**config.mk**
```make
export PLATFORM = sky130hd
export DESIGN_NAME = hs_homing_sequencer
export DESIGN_NICKNAME = d
export VERILOG_FILES = /design/src/logic/hs_pkg.sv /design/src/logic/hs_irq_if.sv /design/src/logic/hs_sync.sv /design/src/logic/hs_irq.sv /design/src/logic/hs_homing_sequencer.sv
export SDC_FILE = /design/constraint.sdc
export NUM_CORES = 1
export LEC_CHECK = 0
export BUFFER_PORTS_ARGS = -buffer_cell sky130_fd_sc_hd__clkbuf_2
export CORE_AREA = 10 10 250 252
export DETAILED_ROUTE_END_ITERATION = 10
export DIE_AREA = 0 0 260 262
export SLEW_MARGIN = 20
export SYNTH_ARGS = -nofsm -noshare
export SYNTH_HDL_FRONTEND = slang
export SYNTH_SLANG_ARGS = --single-unit
```
**constraint.sdc**
```tcl
create_clock -name clk_i -period 6.65 [get_ports clk_i]
set_clock_uncertainty 0.15 [all_clocks]
set_input_delay 0.3325 -clock clk_i [delete_from_list [all_inputs] [get_ports clk_i]]
set_output_delay 0.3325 -clock clk_i [all_outputs]
set_load 0.1 [all_outputs]
```
**src/logic/hs_pkg.sv**
```systemverilog
// Notes on behaviour
// - Dog: slow at dog front, home at Z.
// - Nonzero shift moves home past Z pulse.
// - Type code C selects dog method.
// - Data-setting takes current position as home.
// - Data-setting in home mode forces torque zero.
// - Direction 0 increments, 1 decrements.
// - Polarity 0 detects dog off, 1 on.
// - Homing speed until dog detected.
// - Creep speed after dog until home.
// - Ramp times come from the ACC and DEC registers.
// - Forward limit on forward rotation while homing.
// - Reverse limit on reverse rotation while homing.
// - Stopped in dog method: stop limit applies.
// - Done output set once home established.
// - Data-setting stops torque on mode entry.
// - Data-setting ignores dog input entirely.
package hs_pkg;
  localparam int unsigned ADDR_W = 8;
  localparam logic [ADDR_W-1:0] OFS_CTRL = 8'h00;
  localparam logic [ADDR_W-1:0] OFS_HOME_SPD = 8'h04;
  localparam logic [ADDR_W-1:0] OFS_CREEP_SPD = 8'h08;
  localparam logic [ADDR_W-1:0] OFS_SHIFT = 8'h0c;
  localparam logic [ADDR_W-1:0] OFS_FWD_TL = 8'h10;
  localparam logic [ADDR_W-1:0] OFS_REV_TL = 8'h14;
  localparam logic [ADDR_W-1:0] OFS_STOP_TL = 8'h18;
  localparam logic [ADDR_W-1:0] OFS_ACC = 8'h1c;
  localparam logic [ADDR_W-1:0] OFS_DEC = 8'h20;
  localparam logic [ADDR_W-1:0] OFS_STATUS = 8'h24;
  localparam logic [ADDR_W-1:0] OFS_INT_STAT = 8'h28;
  localparam logic [ADDR_W-1:0] OFS_INT_EN = 8'h2c;
  localparam logic [ADDR_W-1:0] OFS_INT_CLR = 8'h30;
  // Control word layout
  localparam int unsigned CTRL_TYPE_LSB = 0;
  localparam int unsigned CTRL_TYPE_W = 4;
  localparam int unsigned CTRL_DIR_BIT = 4;
  localparam int unsigned CTRL_POL_BIT = 5;
  localparam logic [3:0] TYPE_DOG = 4'hc;
  localparam logic [3:0] TYPE_DATA = 4'hd;
  localparam logic [31:0] CTRL_RST = 32'h0000_002c;
  // Interrupt events
  localparam int unsigned EVT_N = 3;
  localparam int unsigned EVT_DONE = 0;
  localparam int unsigned EVT_DOG = 1;
  localparam int unsigned EVT_REFUSED = 2;
  // Pins passed through the synchroniser
  localparam int unsigned PIN_N = 6;
  localparam int unsigned PIN_MODE1 = 0;
  localparam int unsigned PIN_MODE2 = 1;
  localparam int unsigned PIN_START = 2;
  localparam int unsigned PIN_DOG = 3;
  localparam int unsigned PIN_ZPH = 4;
  localparam int unsigned PIN_ENC = 5;
  typedef enum logic [2:0] {
    HS_IDLE = 3'b000,
    HS_FAST = 3'b001,
    HS_CREEP = 3'b010,
    HS_WAIT_Z = 3'b011,
    HS_SHIFT = 3'b100,
    HS_DONE = 3'b101
  } hs_state_e;
endpackage : hs_pkg

```
**src/logic/hs_irq_if.sv**
```systemverilog
`timescale 1ns/10ps
interface hs_irq_if #(parameter int unsigned N = 3);
  logic [N-1:0] evt;
  logic [N-1:0] en;
  logic [N-1:0] clr;
  logic [N-1:0] stat;
  logic irq;
  modport core (output evt, output en, output clr, input stat, input irq);
  modport ctl (input evt, input en, input clr, output stat, output irq);
endinterface : hs_irq_if

```
**src/logic/hs_sync.sv**
```systemverilog
`timescale 1ns/10ps
module hs_sync #(
  parameter int unsigned N = 1
) (
  input wire logic clk_i,
  input wire logic rst_n_i,
  input wire logic [N-1:0] d_i,
  output logic [N-1:0] q_o
);
  logic [N-1:0] meta_r;
  genvar g;
  generate
    for (g = 0; g < N; g++) begin : g_bit
      always_ff @(posedge clk_i or negedge rst_n_i) begin
        if (!rst_n_i) begin
          meta_r[g] <= 1'b0;
          q_o[g] <= 1'b0;
        end else begin
          meta_r[g] <= d_i[g];
          q_o[g] <= meta_r[g];
        end
      end
    end
  endgenerate
endmodule : hs_sync

```
**src/logic/hs_irq.sv**
```systemverilog
`timescale 1ns/10ps
module hs_irq (
  input wire logic clk_i,
  input wire logic rst_n_i,
  hs_irq_if.ctl bus
);
  logic [$bits(bus.stat)-1:0] stat_nxt;
  // A new event wins over a clear in the same cycle
  assign stat_nxt = (bus.stat & ~bus.clr) | bus.evt;
  always_ff @(posedge clk_i or negedge rst_n_i) begin
    if (!rst_n_i) begin
      bus.stat <= '0;
      bus.irq <= 1'b0;
    end else begin
      bus.stat <= stat_nxt;
      bus.irq <= |(stat_nxt & bus.en);
    end
  end
endmodule : hs_irq

```
**src/logic/hs_homing_sequencer.sv**
```systemverilog
`timescale 1ns/10ps
module hs_homing_sequencer #(
  parameter int unsigned SPD_W = 16,
  parameter int unsigned TL_W = 16,
  parameter int unsigned SHIFT_W = 24,
  parameter int unsigned TC_W = 16
) (
  input wire logic clk_i,
  input wire logic rst_n_i,
  input wire logic psel,
  input wire logic penable,
  input wire logic pwrite,
  input wire logic [hs_pkg::ADDR_W-1:0] paddr,
  input wire logic [31:0] pwdata,
  output logic [31:0] prdata,
  output logic pready,
  output logic pslverr,
  input wire logic op_mode_sel_1_i,
  input wire logic op_mode_sel_2_i,
  input wire logic motion_start_bit_i,
  input wire logic dog_i,
  input wire logic zphase_i,
  input wire logic enc_step_i,
  input wire logic motor_stopped_i,
  output logic [SPD_W-1:0] speed_cmd_o,
  output logic dir_decr_o,
  output logic [TC_W-1:0] accel_tc_o,
  output logic [TC_W-1:0] decel_tc_o,
  output logic [TL_W-1:0] fwd_torque_limit_o,
  output logic [TL_W-1:0] rev_torque_limit_o,
  output logic torque_off_o,
  output logic homing_done_bit_o,
  output logic homing_done_flag_o,
  output logic irq_o
);
  import hs_pkg::*;

  // Pins arrive from the network side and from the encoder, all asynchronous
  logic [PIN_N-1:0] pins_raw;
  logic [PIN_N-1:0] pins_s;
  logic [PIN_N-1:0] pins_d_r;
  assign pins_raw = {enc_step_i, zphase_i, dog_i, motion_start_bit_i,
                     op_mode_sel_2_i, op_mode_sel_1_i};

  hs_sync #(.N(PIN_N)) u_sync (
    .clk_i(clk_i),
    .rst_n_i(rst_n_i),
    .d_i(pins_raw),
    .q_o(pins_s)
  );

  hs_irq_if #(.N(EVT_N)) irq_bus ();

  hs_irq u_irq (
    .clk_i(clk_i),
    .rst_n_i(rst_n_i),
    .bus(irq_bus)
  );

  // Settings
  logic [31:0] ctrl_r;
  logic [SPD_W-1:0] home_spd_r;
  logic [SPD_W-1:0] creep_spd_r;
  logic [SHIFT_W-1:0] shift_r;
  logic [TL_W-1:0] fwd_tl_r;
  logic [TL_W-1:0] rev_tl_r;
  logic [TL_W-1:0] stop_tl_r;
  logic [TC_W-1:0] acc_r;
  logic [TC_W-1:0] dec_r;
  logic [EVT_N-1:0] int_en_r;

  // Sequencer state
  hs_state_e state_r;
  hs_state_e state_nxt;
  logic [SHIFT_W-1:0] shift_cnt_r;
  logic [SHIFT_W-1:0] shift_cnt_nxt;
  logic done_r;
  logic done_nxt;

  // Field decode
  wire [CTRL_TYPE_W-1:0] type_code = ctrl_r[CTRL_TYPE_LSB +: CTRL_TYPE_W];
  wire dir_set = ctrl_r[CTRL_DIR_BIT];
  wire pol_set = ctrl_r[CTRL_POL_BIT];
  wire type_dog = (type_code == TYPE_DOG);
  wire type_data = (type_code == TYPE_DATA);

  wire home_mode = ~pins_s[PIN_MODE1] & ~pins_s[PIN_MODE2];
  wire start_rise = pins_s[PIN_START] & ~pins_d_r[PIN_START];
  // Polarity 1 means the dog counts as seen while the input is on
  wire dog_seen = pol_set ? pins_s[PIN_DOG] : ~pins_s[PIN_DOG];
  wire dog_seen_d = pol_set ? pins_d_r[PIN_DOG] : ~pins_d_r[PIN_DOG];
  wire dog_front = dog_seen & ~dog_seen_d;
  wire dog_rear = ~dog_seen & dog_seen_d;
  wire z_rise = pins_s[PIN_ZPH] & ~pins_d_r[PIN_ZPH];
  wire enc_rise = pins_s[PIN_ENC] & ~pins_d_r[PIN_ENC];

  wire start_ok = start_rise & home_mode;
  wire start_refused = start_rise & ~home_mode;
  wire running = (state_r == HS_FAST) || (state_r == HS_CREEP) ||
                 (state_r == HS_WAIT_Z) || (state_r == HS_SHIFT);

  // Next state
  always_comb begin
    state_nxt = state_r;
    shift_cnt_nxt = shift_cnt_r;
    done_nxt = done_r;
    case (state_r)
      HS_IDLE, HS_DONE: begin
        if (start_ok && type_dog) begin
          state_nxt = HS_FAST;
          done_nxt = 1'b0;
        end else if (start_ok && type_data) begin
          // Any position is accepted, the dog is never looked at
          state_nxt = HS_DONE;
          done_nxt = 1'b1;
        end
      end
      HS_FAST: begin
        if (dog_front) begin
          state_nxt = HS_CREEP;
        end
      end
      HS_CREEP: begin
        if (dog_rear) begin
          state_nxt = HS_WAIT_Z;
        end
      end
      HS_WAIT_Z: begin
        if (z_rise) begin
          shift_cnt_nxt = '0;
          if (shift_r == '0) begin
            state_nxt = HS_DONE;
            done_nxt = 1'b1;
          end else begin
            state_nxt = HS_SHIFT;
          end
        end
      end
      HS_SHIFT: begin
        if (enc_rise) begin
          shift_cnt_nxt = shift_cnt_r + 1'b1;
          if (shift_cnt_r + 1'b1 == shift_r) begin
            state_nxt = HS_DONE;
            done_nxt = 1'b1;
          end
        end
      end
      default: begin
        state_nxt = HS_IDLE;
      end
    endcase
    // Leaving home mode aborts a run in progress
    if (!home_mode && running) begin
      state_nxt = HS_IDLE;
    end
  end

  // Motion and torque commands
  logic [SPD_W-1:0] speed_nxt;
  logic [TL_W-1:0] fwd_tl_nxt;
  logic [TL_W-1:0] rev_tl_nxt;
  logic torque_off_nxt;
  wire data_hold = home_mode & type_data;
  wire dog_stop = home_mode & type_dog & motor_stopped_i;

  always_comb begin
    speed_nxt = '0;
    if (state_r == HS_FAST) begin
      speed_nxt = home_spd_r;
    end else if (state_r == HS_CREEP || state_r == HS_WAIT_Z || state_r == HS_SHIFT) begin
      speed_nxt = creep_spd_r;
    end
    fwd_tl_nxt = fwd_tl_r;
    rev_tl_nxt = rev_tl_r;
    torque_off_nxt = 1'b0;
    if (data_hold) begin
      // Axis must be free to move by hand while the position is set
      fwd_tl_nxt = '0;
      rev_tl_nxt = '0;
      torque_off_nxt = 1'b1;
    end else if (dog_stop) begin
      fwd_tl_nxt = stop_tl_r;
      rev_tl_nxt = stop_tl_r;
    end
  end

  // APB slave, one wait state so that every answer comes from a flop
  wire apb_access = psel & penable & ~pready;
  wire apb_done = psel & penable & pready;
  wire wr_en = apb_done & pwrite;
  wire sel_ctrl = (paddr == OFS_CTRL);
  wire sel_home = (paddr == OFS_HOME_SPD);
  wire sel_creep = (paddr == OFS_CREEP_SPD);
  wire sel_shift = (paddr == OFS_SHIFT);
  wire sel_fwd = (paddr == OFS_FWD_TL);
  wire sel_rev = (paddr == OFS_REV_TL);
  wire sel_stop = (paddr == OFS_STOP_TL);
  wire sel_acc = (paddr == OFS_ACC);
  wire sel_dec = (paddr == OFS_DEC);
  wire sel_stat = (paddr == OFS_STATUS);
  wire sel_istat = (paddr == OFS_INT_STAT);
  wire sel_ien = (paddr == OFS_INT_EN);
  wire sel_iclr = (paddr == OFS_INT_CLR);
  wire mapped = sel_ctrl | sel_home | sel_creep | sel_shift | sel_fwd | sel_rev |
                sel_stop | sel_acc | sel_dec | sel_stat | sel_istat | sel_ien | sel_iclr;
  // Status and clear are read-only and write-only respectively
  wire bad_dir = (pwrite & (sel_stat | sel_istat)) | (~pwrite & sel_iclr);
  wire err_nxt = ~mapped | bad_dir;

  wire [31:0] status_word = {24'h00_0000, 1'b0, torque_off_o, home_mode, done_r,
                             1'b0, state_r};
  logic [31:0] rd_mux;
  always_comb begin
    rd_mux = 32'h0000_0000;
    case (1'b1)
      sel_ctrl: rd_mux = ctrl_r;
      sel_home: rd_mux = 32'(home_spd_r);
      sel_creep: rd_mux = 32'(creep_spd_r);
      sel_shift: rd_mux = 32'(shift_r);
      sel_fwd: rd_mux = 32'(fwd_tl_r);
      sel_rev: rd_mux = 32'(rev_tl_r);
      sel_stop: rd_mux = 32'(stop_tl_r);
      sel_acc: rd_mux = 32'(acc_r);
      sel_dec: rd_mux = 32'(dec_r);
      sel_stat: rd_mux = status_word;
      sel_istat: rd_mux = 32'(irq_bus.stat);
      sel_ien: rd_mux = 32'(int_en_r);
      default: rd_mux = 32'h0000_0000;
    endcase
  end

  assign irq_bus.evt[EVT_DONE] = done_nxt & ~done_r;
  assign irq_bus.evt[EVT_DOG] = (state_r == HS_FAST) & dog_front;
  assign irq_bus.evt[EVT_REFUSED] = start_refused;
  assign irq_bus.en = int_en_r;
  assign irq_bus.clr = (wr_en & sel_iclr) ? pwdata[EVT_N-1:0] : '0;

  always_ff @(posedge clk_i or negedge rst_n_i) begin
    if (!rst_n_i) begin
      pready <= 1'b0;
      pslverr <= 1'b0;
      prdata <= 32'h0000_0000;
    end else begin
      pready <= apb_access;
      pslverr <= apb_access & err_nxt;
      prdata <= (apb_access & ~pwrite & ~err_nxt) ? rd_mux : 32'h0000_0000;
    end
  end

  always_ff @(posedge clk_i or negedge rst_n_i) begin
    if (!rst_n_i) begin
      ctrl_r <= CTRL_RST;
      home_spd_r <= '0;
      creep_spd_r <= '0;
      shift_r <= '0;
      fwd_tl_r <= '0;
      rev_tl_r <= '0;
      stop_tl_r <= '0;
      acc_r <= '0;
      dec_r <= '0;
      int_en_r <= '0;
    end else if (wr_en) begin
      if (sel_ctrl) ctrl_r <= pwdata;
      if (sel_home) home_spd_r <= pwdata[SPD_W-1:0];
      if (sel_creep) creep_spd_r <= pwdata[SPD_W-1:0];
      if (sel_shift) shift_r <= pwdata[SHIFT_W-1:0];
      if (sel_fwd) fwd_tl_r <= pwdata[TL_W-1:0];
      if (sel_rev) rev_tl_r <= pwdata[TL_W-1:0];
      if (sel_stop) stop_tl_r <= pwdata[TL_W-1:0];
      if (sel_acc) acc_r <= pwdata[TC_W-1:0];
      if (sel_dec) dec_r <= pwdata[TC_W-1:0];
      if (sel_ien) int_en_r <= pwdata[EVT_N-1:0];
    end
  end

  always_ff @(posedge clk_i or negedge rst_n_i) begin
    if (!rst_n_i) begin
      pins_d_r <= '0;
      state_r <= HS_IDLE;
      shift_cnt_r <= '0;
      done_r <= 1'b0;
    end else begin
      pins_d_r <= pins_s;
      state_r <= state_nxt;
      shift_cnt_r <= shift_cnt_nxt;
      done_r <= done_nxt;
    end
  end

  always_ff @(posedge clk_i or negedge rst_n_i) begin
    if (!rst_n_i) begin
      speed_cmd_o <= '0;
      dir_decr_o <= 1'b0;
      accel_tc_o <= '0;
      decel_tc_o <= '0;
      fwd_torque_limit_o <= '0;
      rev_torque_limit_o <= '0;
      torque_off_o <= 1'b0;
      homing_done_bit_o <= 1'b0;
      homing_done_flag_o <= 1'b0;
      irq_o <= 1'b0;
    end else begin
      speed_cmd_o <= speed_nxt;
      dir_decr_o <= dir_set;
      accel_tc_o <= acc_r;
      decel_tc_o <= dec_r;
      fwd_torque_limit_o <= fwd_tl_nxt;
      rev_torque_limit_o <= rev_tl_nxt;
      torque_off_o <= torque_off_nxt;
      homing_done_bit_o <= done_nxt;
      homing_done_flag_o <= done_nxt;
      irq_o <= irq_bus.irq;
    end
  end
endmodule : hs_homing_sequencer

```
==> results list, run 1 <==
- The run finished with clean final reports.
* Core area: 57400 sq um
* Mapped Area: 14200 sq um
- Of the cells placed in the final design, the portion with a size suffix greater than 1 is 31.4%.
* Sw frac: 25.3%
- Per-cell via count in the routed design: 4.83
- Synthesis produced a netlist whose cell count is 1186.
* Net count after synthesis: 1239
- Yosys mapped the design onto 66 distinct sky130hd cell types.
- Transition time at the pin with the least slew margin: 1.13 ns
* Number of warning messages in the yosys log: 0
* Number of nets in the layout: 1416
- The tool flagged a number of max-cap violations equal to 0.
- Max Buffers Root-to-Sink: 3
- Derived from the worst setup path, the maximum achievable clock frequency is 283 MHz.
* Mean instance size in the synthesized netlist: 12.0 sq um
* Final hold slack: 0.0341 ns
* Switching component of the power: 1.19 mW
* Count of pins on the block boundary: 171
- Once detailed placement completed, the half-perimeter wirelength came to 32.0 mm.
* Area of all placed cells without fillers: 17400 sq um
- Total internal power: 3.51 mW
- Overflow after GRT: 0
- Initial core utilization: 24.7%
* CTS Buf Count: 39
- Number of vias after detailed routing: 10400
- Adding up every negative setup slack in the final design gives 0 ns.
- Worst setup path class: reg -> reg
- The first TritonRoute pass finished after 8 iterations.
- In the routed design, unresolved DRC markers number 0.
- In this run, flip-flops and latches consume 45.2% of the power.
* Comb power frac: 8.2%
* Initial drt markers: 786
* Reg-to-reg critical path startpoint: shift_cnt_r[7]
- Final worst-path setup slack: 3.12 ns
* Type of the tightest min-delay check: in -> reg
- The count of buffers added on input and output ports is 170.
* Buffers inserted by post-CTS timing repair: 0
* CTS clk-pin slew, worst paths: 0.06 ns
* Die Footprint: 68100 sq um
- CP peak stage delay: 0.78 ns
- The congestion estimate from routability-driven global placement came to 0.849.
- Setup repair after global routing left no endpoint under its margin.
* TritonCTS clock tree: yes
- Summing the sequential cell areas from Yosys gives 59.3% of the chip area.
- In the synthesized netlist the dominant register cell turns out to be dfrtp_1.
- Yosys mapped a number of flops with a built-in enable equal to 0.
- Across the VDD grid, the largest voltage drop is 0.000150 V.
* Arr. time, crit path: 3.84 ns
* Relative max-transition margin: 24.1%
- Subtracting the final worst setup slack from the clock period gives 3.53 ns.
- Pin count of the biggest net entering global routing: 121
* Layout overhead on the synthesized area: 22.6%
- Library cell appearing most often on the critical path: nand4_1
- The initial antenna violation count is 3.
- CP required: 6.96 ns
* Std-Cell Rows: 88
* Post-cts sizing count: 0
* Max FO, Critical Path: 8
- Share of total power in the clock network: 46.6%
- STA classifies the critical path endpoint as a flop.
* Final hold violation count: 0
- The critical path starts at shift_cnt_r[7].
- The tree is rooted in a clkbuf_16.
- Synthesis inferred 336 register bits.
- Non-filler cells in the finished layout: 2159
* Critical Path Slowest Stage Cell: o41ai_1
- Overall power consumption after layout is estimated at 4.70 mW.
- Placement-stage cell area: 15800 sq um
* Final core area utilization: 30.3%
* Later-pin clock latency in the skew report: 0.56 ns
- Wire length of the first global-routing pass: 69.4 mm
- H-Tree Level Count: 2
- The worst path uses 53.1% of the clock period.
- The critical path goes through nand4_1, nor4_1, nand4_1, o41ai_1, nand3_1, a21boi_0.
- Die X-Extent: 260 microns
- The detail route stage leaves a number of antenna-violating nets equal to 0.
* Pins Over Slew Limit: 0
* Routed length per placed instance: 21.1 microns
- Post-placement worst setup slack: 3.24 ns
* Total detailed-routing wirelength: 45.6 mm
- CTS sink cnt: 336
* Number of setup violations in the final report: 0
- Summed over all cells, the static leakage comes to 8.44 nW.
- Power spread over the standard cell area amounts to 270 nW/um^2.
- The number of global-route vias before repair came to 10800.
- Category of the worst setup path launch point: flop
* Async set-or-reset flop fraction in the synthesized netlist: 100%
* Origin of the worst min-delay path: pwdata[4]
- The die is 262 microns tall.
- R2r setup slk: 3.12 ns
* Placed cell count: 2060
- Global routing usage summed across all routing layers: 13.3%
-- power groups by stage --
stage	Clock, mW	Sequential, mW	Combinational (mW)
global placement	0	2.16	0.359
finish	2.19	2.12	0.384
detailed placement	0	2.16	0.366
CTS	2.25	2.12	0.381
global route	2.33	2.13	0.419
floorplan	0	2.17	0.202
-- state kept, by name (all words and copies together), names as in the netlist, 3 cells and up --
signal,cells
shift_cnt_r,24
rev_tl_r,16
u_irq.bus.stat,3
u_sync.q_o,6
home_spd_r,16
speed_cmd_o,16
int_en_r,3
accel_tc_o,16
pins_d_r,4
ctrl_r,32
state_r,3
decel_tc_o,16
shift_r,24
fwd_torque_limit_o,16
stop_tl_r,16
rev_torque_limit_o,16
acc_r,16
prdata,32
creep_spd_r,16
fwd_tl_r,16
u_sync.meta_r,6
dec_r,16
-- cell families after synthesis --
group	after synthesis	share of synthesized area, %
AOI/OAI and AO/OA	269	12.2
xor gates and xnor gates	30	1.85
adders and majority gates	1	0.0881
buffers and inverters	80	2.41
DFF	336	59.3
muxes	180	14.2
and+or+nand+nor	290	9.93
-- Yosys cell counts, drive strengths merged (9+ instances only) --
cell | instances | area [sq um]
a21oi | 101 | 505
a221oi | 9 | 78.8
a222oi | 15 | 150
a22o | 19 | 166
a22oi | 18 | 135
a31oi | 12 | 75.1
and3 | 18 | 113
buf | 14 | 65.1
clkbuf | 59 | 221
dfrtp | 333 | 8330
mux2 | 175 | 1970
nand2 | 108 | 405
nand3 | 17 | 97.6
nand4 | 12 | 75.1
nor2 | 74 | 278
nor4 | 14 | 103
o21ai | 49 | 245
o31ai | 10 | 75.1
xnor2 | 11 | 96.3
xor2 | 19 | 166
-- worst paths after layout --
path,endpoint,cells past startpoint
worst max-delay path,u_irq.bus.stat[0],6
worst min-delay path,acc_r[4],2
worst max register to register,u_irq.bus.stat[0],6
worst min register to register,irq_o,0
max in group asynchronous,home_spd_r[2],3
min in group asynchronous,state_r[0],2
-- metal layers --
metal	track usage, %	part of all wire (%)
met4	5.20	2.9
met3	2.76	5.9
met2	20.7	47
met1	17.8	44
met5	0	0.028
-- cell usage in the layout, fill, tap and decap left out, types with 12 or more instances in the layout --
master	instances
a21oi_1	101
a222oi_1	15
a22o_1	19
a22oi_1	18
and3_1	18
buf_4	12
clkbuf_16	40
clkbuf_2	169
dfrtp_1	333
dlygate4sd3_1	27
mux2_2	174
nand2_1	106
nand3_1	16
nand4_1	12
nor2_1	74
nor4_1	13
o21ai_0	48
xor2_1	19
-- area by class of cell --
cell class                      count  area [sq um]
Sequential cell                   336          8410
Timing Repair Buffer              210          1230
Multi-Input combinational cell    770          5470
Tap cell                          765           957
Clock inverter                     16           203
Clock buffer                       55          1110
Fill cell                        5803         40000
Antenna cell                        1          2.50
Inverter                            6          22.5
-- timing repair --
action / CTS / global route
setup endpoints to repair: 0 / 0
hold buffers: 27 / 0
endpoints found under the hold margin: 145 / 0
-- worst max-delay path: cells and delay by family, from the launching register on --
kind | cells | cell delay [ns]
flops | 1 | 0.51
simple gates | 4 | 1.70
compound gates | 2 | 1.08
(Power assumes the default switching activity.)
==> run 2, diff against run 1 <==
Settings changed: ABC_AREA set to 1, CORE_AREA 10 10 250 252 to 10 10 249 251, DIE_AREA 0 0 260 262 to 0 0 259 261.
Clock period 6.65 ns to 3.3 ns, I/O delays scaled along.
==> results list, run 2 <==
- Type of the tightest min-delay check: in -> reg
- Detail Route Antenna Nets: 0
* Multi-input gate area in the final layout: 4830 sq um
- The cell count after synthesis came out at 1568.
- Global Route met1 Usage: 19.4%
- The largest registers in the layout are ctrl_r (32), prdata (32).
* Number of nets in the layout: 1827
- Number of global-route vias before repair: 11900
- Detailed Routing Iterations Pass 1: 6
* Detailed placer's ending HPWL: 37.6 mm
* Per-cell via count in the routed design: 4.68
- The commonest cells after synthesis are 398 x nand2_1, 333 x dfrtp_1, 226 x o21ai_0, 150 x inv_1, 96 x a21oi_1.
* Ratio of final minimum period to clock period: 86.8%
- Proportion of layout cells with a drive suffix above 1: 16.5%
* Async set-or-reset flop fraction in the synthesized netlist: 100%
* Global routing's busiest layer: met2
- For this configuration, the core starts out at a cell density of 24.7%.
* Largest delay share family, worst path: buffers and inverters
- Setup repair after global routing left no endpoint under its margin.
* CTS clk-pin slew, worst paths: 0.07 ns
* Maximum clock rate: 349 MHz
- The die covers 67600 sq um.
* Root Buffer Master: clkbuf_16
* TritonCTS clock tree: yes
- Data on the critical path arrives at its endpoint at 3.10 ns.
- Count of pins on the block boundary: 171
- Final hold violation count: 0
- The cell area that synthesis handed to floorplanning was 14100 sq um.
* Cell types with the largest area share after synthesis: dfrtp_1 59%, nand2_1 11%, o21ai_0 8.0%
- The largest single stage delay on the critical path is 0.59 ns.
* Number of remaining DRC errors: 0
- In the final routed layout, each cell accounts on average for 20.2 microns.
- STA classifies the critical path startpoint as an input port.
* Endpoint type of the worst setup path: flop
- Outcome: finished, final reports clean
- Yosys mapped a number of flops with a built-in enable equal to 0.
- Synth top area share: 59.1%
- Final TNS setup: 0 ns
- Counting both buffers and inverters, the worst setup path holds a total of 4.
- During placement, the flow inserted port buffers numbering 170.
* Later-pin clock latency in the skew report: 0.54 ns
- Flops & latches, synth: 336
- Cell type with the largest total area after synthesis: dfrtp_1
* Max Buffers Root-to-Sink: 3
- The detailed router finished its first iteration with 1175 violations.
- Max FO, Critical Path: 17
* Power per cell area: 537 nW/um^2
- Mean instance size in the synthesized netlist: 8.99 sq um
- Counting every net in the synthesized netlist gives 1621.
* Relative max-transition margin: 48.9%
* Std-Cell Rows: 88
- The final max-slew violation count is 0.
* Number of setup violations in the final report: 0
* Flip-flop cell with the highest count after synthesis: dfrtp_1
- Global routing consumed, over all layers together, 15.1% of the routing resources.
* Highest ir drop seen on vdd: 0.000266 V
- The routed design has 51.7 mm of wire.
- In this run the static leakage power is 8.22 nW.
* Antenna violations before repair: 4
- Pin count of the biggest net entering global routing: 81
- Met3 GRT Util: 2.74%
- The first global-routing pass estimated 78.1 mm of wire.
* Core area: 57100 sq um
- Number of vias after detailed routing: 12000
- Shortest period the worst path allows: 2.87 ns
* Placement-stage cell area: 16000 sq um
* Buffers inserted by post-CTS timing repair: 0
- CP required: 3.53 ns
- Overflow after GRT: 0
- Critical Path Slowest Stage Cell: dlygate4sd3_1
* Most used cells in the layout excluding fill and tap cells: 398 x nand2_1, 333 x dfrtp_1, 226 x o21ai_0
- At the end of routability-driven placement, the weighted congestion stood at 0.922.
- Counting distinct cell types in the post-synthesis netlist gives 46.
* Sequential share of the synthesized area: 59.7%
- Cells along the critical path: dlygate4sd3_1, clkbuf_2, nor3_1, nand3_1, buf_4, clkinv_1, a21oi_1, nor2_1, a221oi_1, o21ai_0, a21oi_1, a31oi_1
- The critical path is of the in -> reg type.
- Transition time at the pin with the least slew margin: 0.766 ns
* Most frequently used cell type in the post-synthesis netlist: nand2_1
- The library cell used most frequently in the layout, excluding fill and tap cells, is nand2_1.
- The die is 259 microns wide.
- In the final layout, flip-flops and latches occupy 8410 sq um.
- Library cell appearing most often on the critical path: a21oi_1
- Height of the chip: 261 microns
* CTS sink cnt: 336
- The H-tree generated during clock tree synthesis spans 2 levels.
- The layout has 5938 filler cells.
* Count of max-cap constraint violations: 0
- Area of all placed cells without fillers: 17400 sq um
* CTS Buf Count: 36
- The area growth from synthesis to layout is 23.8%.
- Number of warning messages in the yosys log: 0
- Global routing consumed, on the met2 layer, 24.9% of the routing resources.
-- run 2: power breakdown --
group / switching (mW) / internal (mW)
Combinational: 0.746 / 0.259
Clock: 1.73 / 2.39
Sequential: 0.0781 / 4.18
Total: 2.55 / 6.83
-- run 2: path summary, 6_finish.rpt --
check | cells after the start | end | from | slack [ns]
worst min-delay path | 6 | u_irq.bus.stat[0] | paddr[4] | 0.04
max in group asynchronous | 3 | speed_cmd_o[5] | rst_n_i | 1.97
worst max-delay path | 12 | prdata[7] | paddr[5] | 0.43
worst min register to register | 0 | u_sync.q_o[1] | u_sync.meta_r[1] | 0.20
min in group asynchronous | 2 | decel_tc_o[13] | rst_n_i | 0.09
worst max register to register | 18 | state_r[2] | shift_cnt_r[0] | 0.57
-- run 2: cell families after synthesis --
logic type	share of synthesized area, %
AND/OR/NAND/NOR	17.2
XOR/XNOR	0.471
adder cells (fa/ha/maj)	0.0888
buffers and inverters	6.02
AO/OA/AOI/OAI	15.9
multiplexers	0.639
flip-flops	59.7
-- run 2: stage by stage --
stage | utilization [%] | std cells | setup slack (ns) | hold WS (ns) | total power, mW
4_1_cts | 30.5 | 2562 | 0.567 | 0.0179 | 9.46
2_1_floorplan | - | 1568 | 0.889 | -0.281 | 4.91
5_1_grt | 30.5 | 2563 | 0.253 | 0.0623 | 9.72
6_report | 30.5 | 2563 | 0.434 | 0.0383 | 9.38
3_5_place_dp | 27.9 | 2472 | 0.312 | 0.0758 | 5.30
3_3_place_gp | 27.9 | 2472 | 0.373 | 0.0766 | 5.30
-- run 2: area by class of cell --
cell class | count | area share (%)
Clock inverter | 12 | 0.882
Multi-Input combinational cell | 1010 | 27.7
Sequential cell | 336 | 48.2
Inverter | 153 | 3.29
Tap cell | 765 | 5.49
Clock buffer | 49 | 5.96
Antenna cell | 1 | 0.0143
Timing Repair Buffer | 237 | 8.45
-- run 2: per-layer routing --
metal	part of all wire, %	routed length, microns
met5	0.070	36
met4	3.4	1760
met3	6.7	3440
met2	48	24700
met1	42	21700
-- run 2: worst register-to-register path, delay by kind of cell (launching register included) --
| kind | cells | cell delay (ns) |
|---|---|---|
| simple gates | 15 | 1.49 |
| compound gates | 2 | 0.20 |
| flops | 1 | 0.48 |
| fa+ha+maj | 1 | 0.28 |
-- run 2: timing repair --
item                                   CTS  global route
resized for setup                        0             0
endpoints found under the hold margin  118             0
hold buffers                            29             0
==> run 3, diff against run 2 <==
Clock period 3.3 ns to 3.6 ns, I/O delays scaled along.
==> results list, run 3 (synthesis gave the netlist of run 2 again) <==
* Outcome: finished, final reports clean
* Initial core utilization: 24.7%
- After clock tree synthesis, the clock-pin slew on the worst setup and hold paths is 0.06 ns.
- In the layout the commonest cells are 398 x nand2_1, 333 x dfrtp_1, 226 x o21ai_0.
- The clock passes through at most 3 buffers.
- Transition time at the pin with the least slew margin: 1.04 ns
* Number of nets in the layout: 1811
- Number of remaining DRC errors: 0
- Detailed placer's ending HPWL: 37.2 mm
- Max-cap violations in this run came to 0.
* Post-cts sizing count: 0
* Sw frac: 26.7%
- TritonCTS clock tree: yes
- From left edge to right edge, the die measures 259 microns.
- Clock tree synthesis found a total of 336 sinks.
- Final hold analysis gives a worst-case slack of 0.0164 ns.
- Sequential cells burn 44.7% of the power.
- Cells along the critical path: ha_1, nand3_1, nor2_1, nand2_1, nand2_1, nor2_1, nor2_1, nand3_1, nor2_1, nand3_1, nor2_1, nand3_1, nand3_1, nand3_1, nand2_1, nand2_1, nand2_1
- Final-layout fill cell count: 5992
- Height of the chip: 261 microns
* Category of the worst setup path launch point: flop
* Routing usage on met2: 24.2%
- Per-cell via count in the routed design: 4.69
* Count of pins on the block boundary: 171
- Final core area utilization: 30.4%
- Internal power comes to 6.37 mW.
* Number of setup violations in the final report: 0
- Critical Path Slowest Stage Cell: dfrtp_1
- Relative max-transition margin: 30.3%
* Number of vias after detailed routing: 12000
- Global routing usage summed across all routing layers: 14.6%
* Proportion of layout cells with a drive suffix above 1: 16.0%
- In this run the power spent charging and discharging nets is 2.33 mW.
- Global routing's busiest layer: met2
* Die Footprint: 67600 sq um
* Final worst-path setup slack: 0.679 ns
- Hold-fix buffer count after cts: 26
- Multi-input gate area in the final layout: 4830 sq um
* Std-Cell Rows: 88
- Of the total power, combinational logic draws 11.0%.
- The worst register-to-register path has a depth of 17.
* Endpoint type of the worst setup path: flop
- The final max-slew violation count was 0.
- The number of global-route vias before repair was 11800.
* Placed cell count: 2460
- Once placement finished, the instance area stood at 15900 sq um.
- Final hold violation count: 0
- The initial antenna violation count was 1.
* Final TNS setup: 0 ns
- Overflow after GRT: 0
- Post-placement worst setup slack: 0.566 ns
* Final GP Congestion: 0.915
- Layout overhead on the synthesized area: 23.1%
- Setup repair after global routing left no endpoint under its margin.
- CP required: 3.92 ns
- Arr. time, crit path: 3.24 ns
- Area of all placed cells without fillers: 17400 sq um
* Root Buffer Master: clkbuf_16
- Pin count of the biggest net entering global routing: 92
- H-Tree Level Count: 2
- Type of the tightest min-delay check: in -> reg
* Instance count along the most critical hold path: 3
- The largest registers in the layout are ctrl_r (32), prdata (32).
- Worst setup path class: reg -> reg
* Wire length of the first global-routing pass: 75.3 mm
* Leading cell type in the layout, fill and taps excluded: nand2_1
- Sequential cell area: 8410 sq um
* Met3 GRT Util: 2.88%
- Of all nets on the critical path, the largest fanout is 5.
- Library cell appearing most often on the critical path: nand3_1
- The core region is 57100 sq um.
* CP peak stage delay: 0.42 ns
- Derived from the worst setup path, the maximum achievable clock frequency is 342 MHz.
- The analysis attributes to cell leakage a power of 8.17 nW.
- Total power after layout: 8.70 mW
- The clock period could shrink to 2.92 ns.
* Total detailed-routing wirelength: 50.5 mm
* Non-filler cells in the finished layout: 2548
- Global routing consumed, on the met1 layer, 18.5% of the routing resources.
- Later-pin clock latency in the skew report: 0.54 ns
- Ratio of final minimum period to clock period: 81.1%
- Detailed Routing Iterations Pass 1: 5
- In the final routed layout, each cell accounts on average for 19.8 microns.
- Initial drt markers: 1207
- Once detail routing completed, the nets flagged for antenna violations numbered 0.
- Clock tree synthesis inserted a total of 35 buffers.
- Per report_power, the clock group accounts for 44.2% of the total.
* Buffers inserted by post-CTS timing repair: 0
- Across the VDD grid, the largest voltage drop is 0.000279 V.
- Power per cell area: 501 nW/um^2
- During placement, the flow inserted port buffers numbering 170.
==> run 3: worst max-delay path, delay by kind of cell, from the launching register on <==
kind / cells / cell delay (ns)
AND/OR/NAND/NOR: 16 / 1.99
adder cells (fa/ha/maj): 1 / 0.33
flip-flops: 1 / 0.42
==> run 3: layout make-up <==
class | instances | area share [%]
multi-input combinational | 1010 | 27.9
sequential | 336 | 48.5
antenna | 1 | 0.0144
timing repair buffer | 222 | 7.80
clock inverter | 17 | 1.36
clock buffer | 44 | 5.65
inverter | 153 | 3.31
tap | 765 | 5.52
==> run 3: power by group through the flow <==
stage | Combinational (mW) | Sequential, mW | Clock (mW)
6_report | 0.961 | 3.89 | 3.85
5_1_grt | 1.05 | 3.89 | 4.09
4_1_cts | 0.964 | 3.89 | 3.92
3_5_place_dp | 0.935 | 3.96 | 0
3_3_place_gp | 0.931 | 3.96 | 0
2_1_floorplan | 0.487 | 4.01 | 0
==> run 3: final timing paths <==
path | slack, ns | from | endpoint
setup / recovery | 0.68 | shift_cnt_r[1] | u_irq.bus.irq
setup reg to reg | 0.68 | shift_cnt_r[1] | u_irq.bus.irq
min in group asynchronous | 0.08 | rst_n_i | decel_tc_o[13]
hold reg to reg | 0.20 | u_sync.meta_r[3] | u_sync.q_o[3]
hold / removal | 0.02 | pwdata[6] | rev_tl_r[6]
max in group asynchronous | 2.23 | rst_n_i | ctrl_r[5]
==> run 3: per-layer routing <==
layer | wire length (microns) | part of all wire (%)
met3 | 3390 | 6.7
met4 | 1680 | 3.3
met1 | 21100 | 42
met2 | 24400 | 48
met5 | 0 | 0
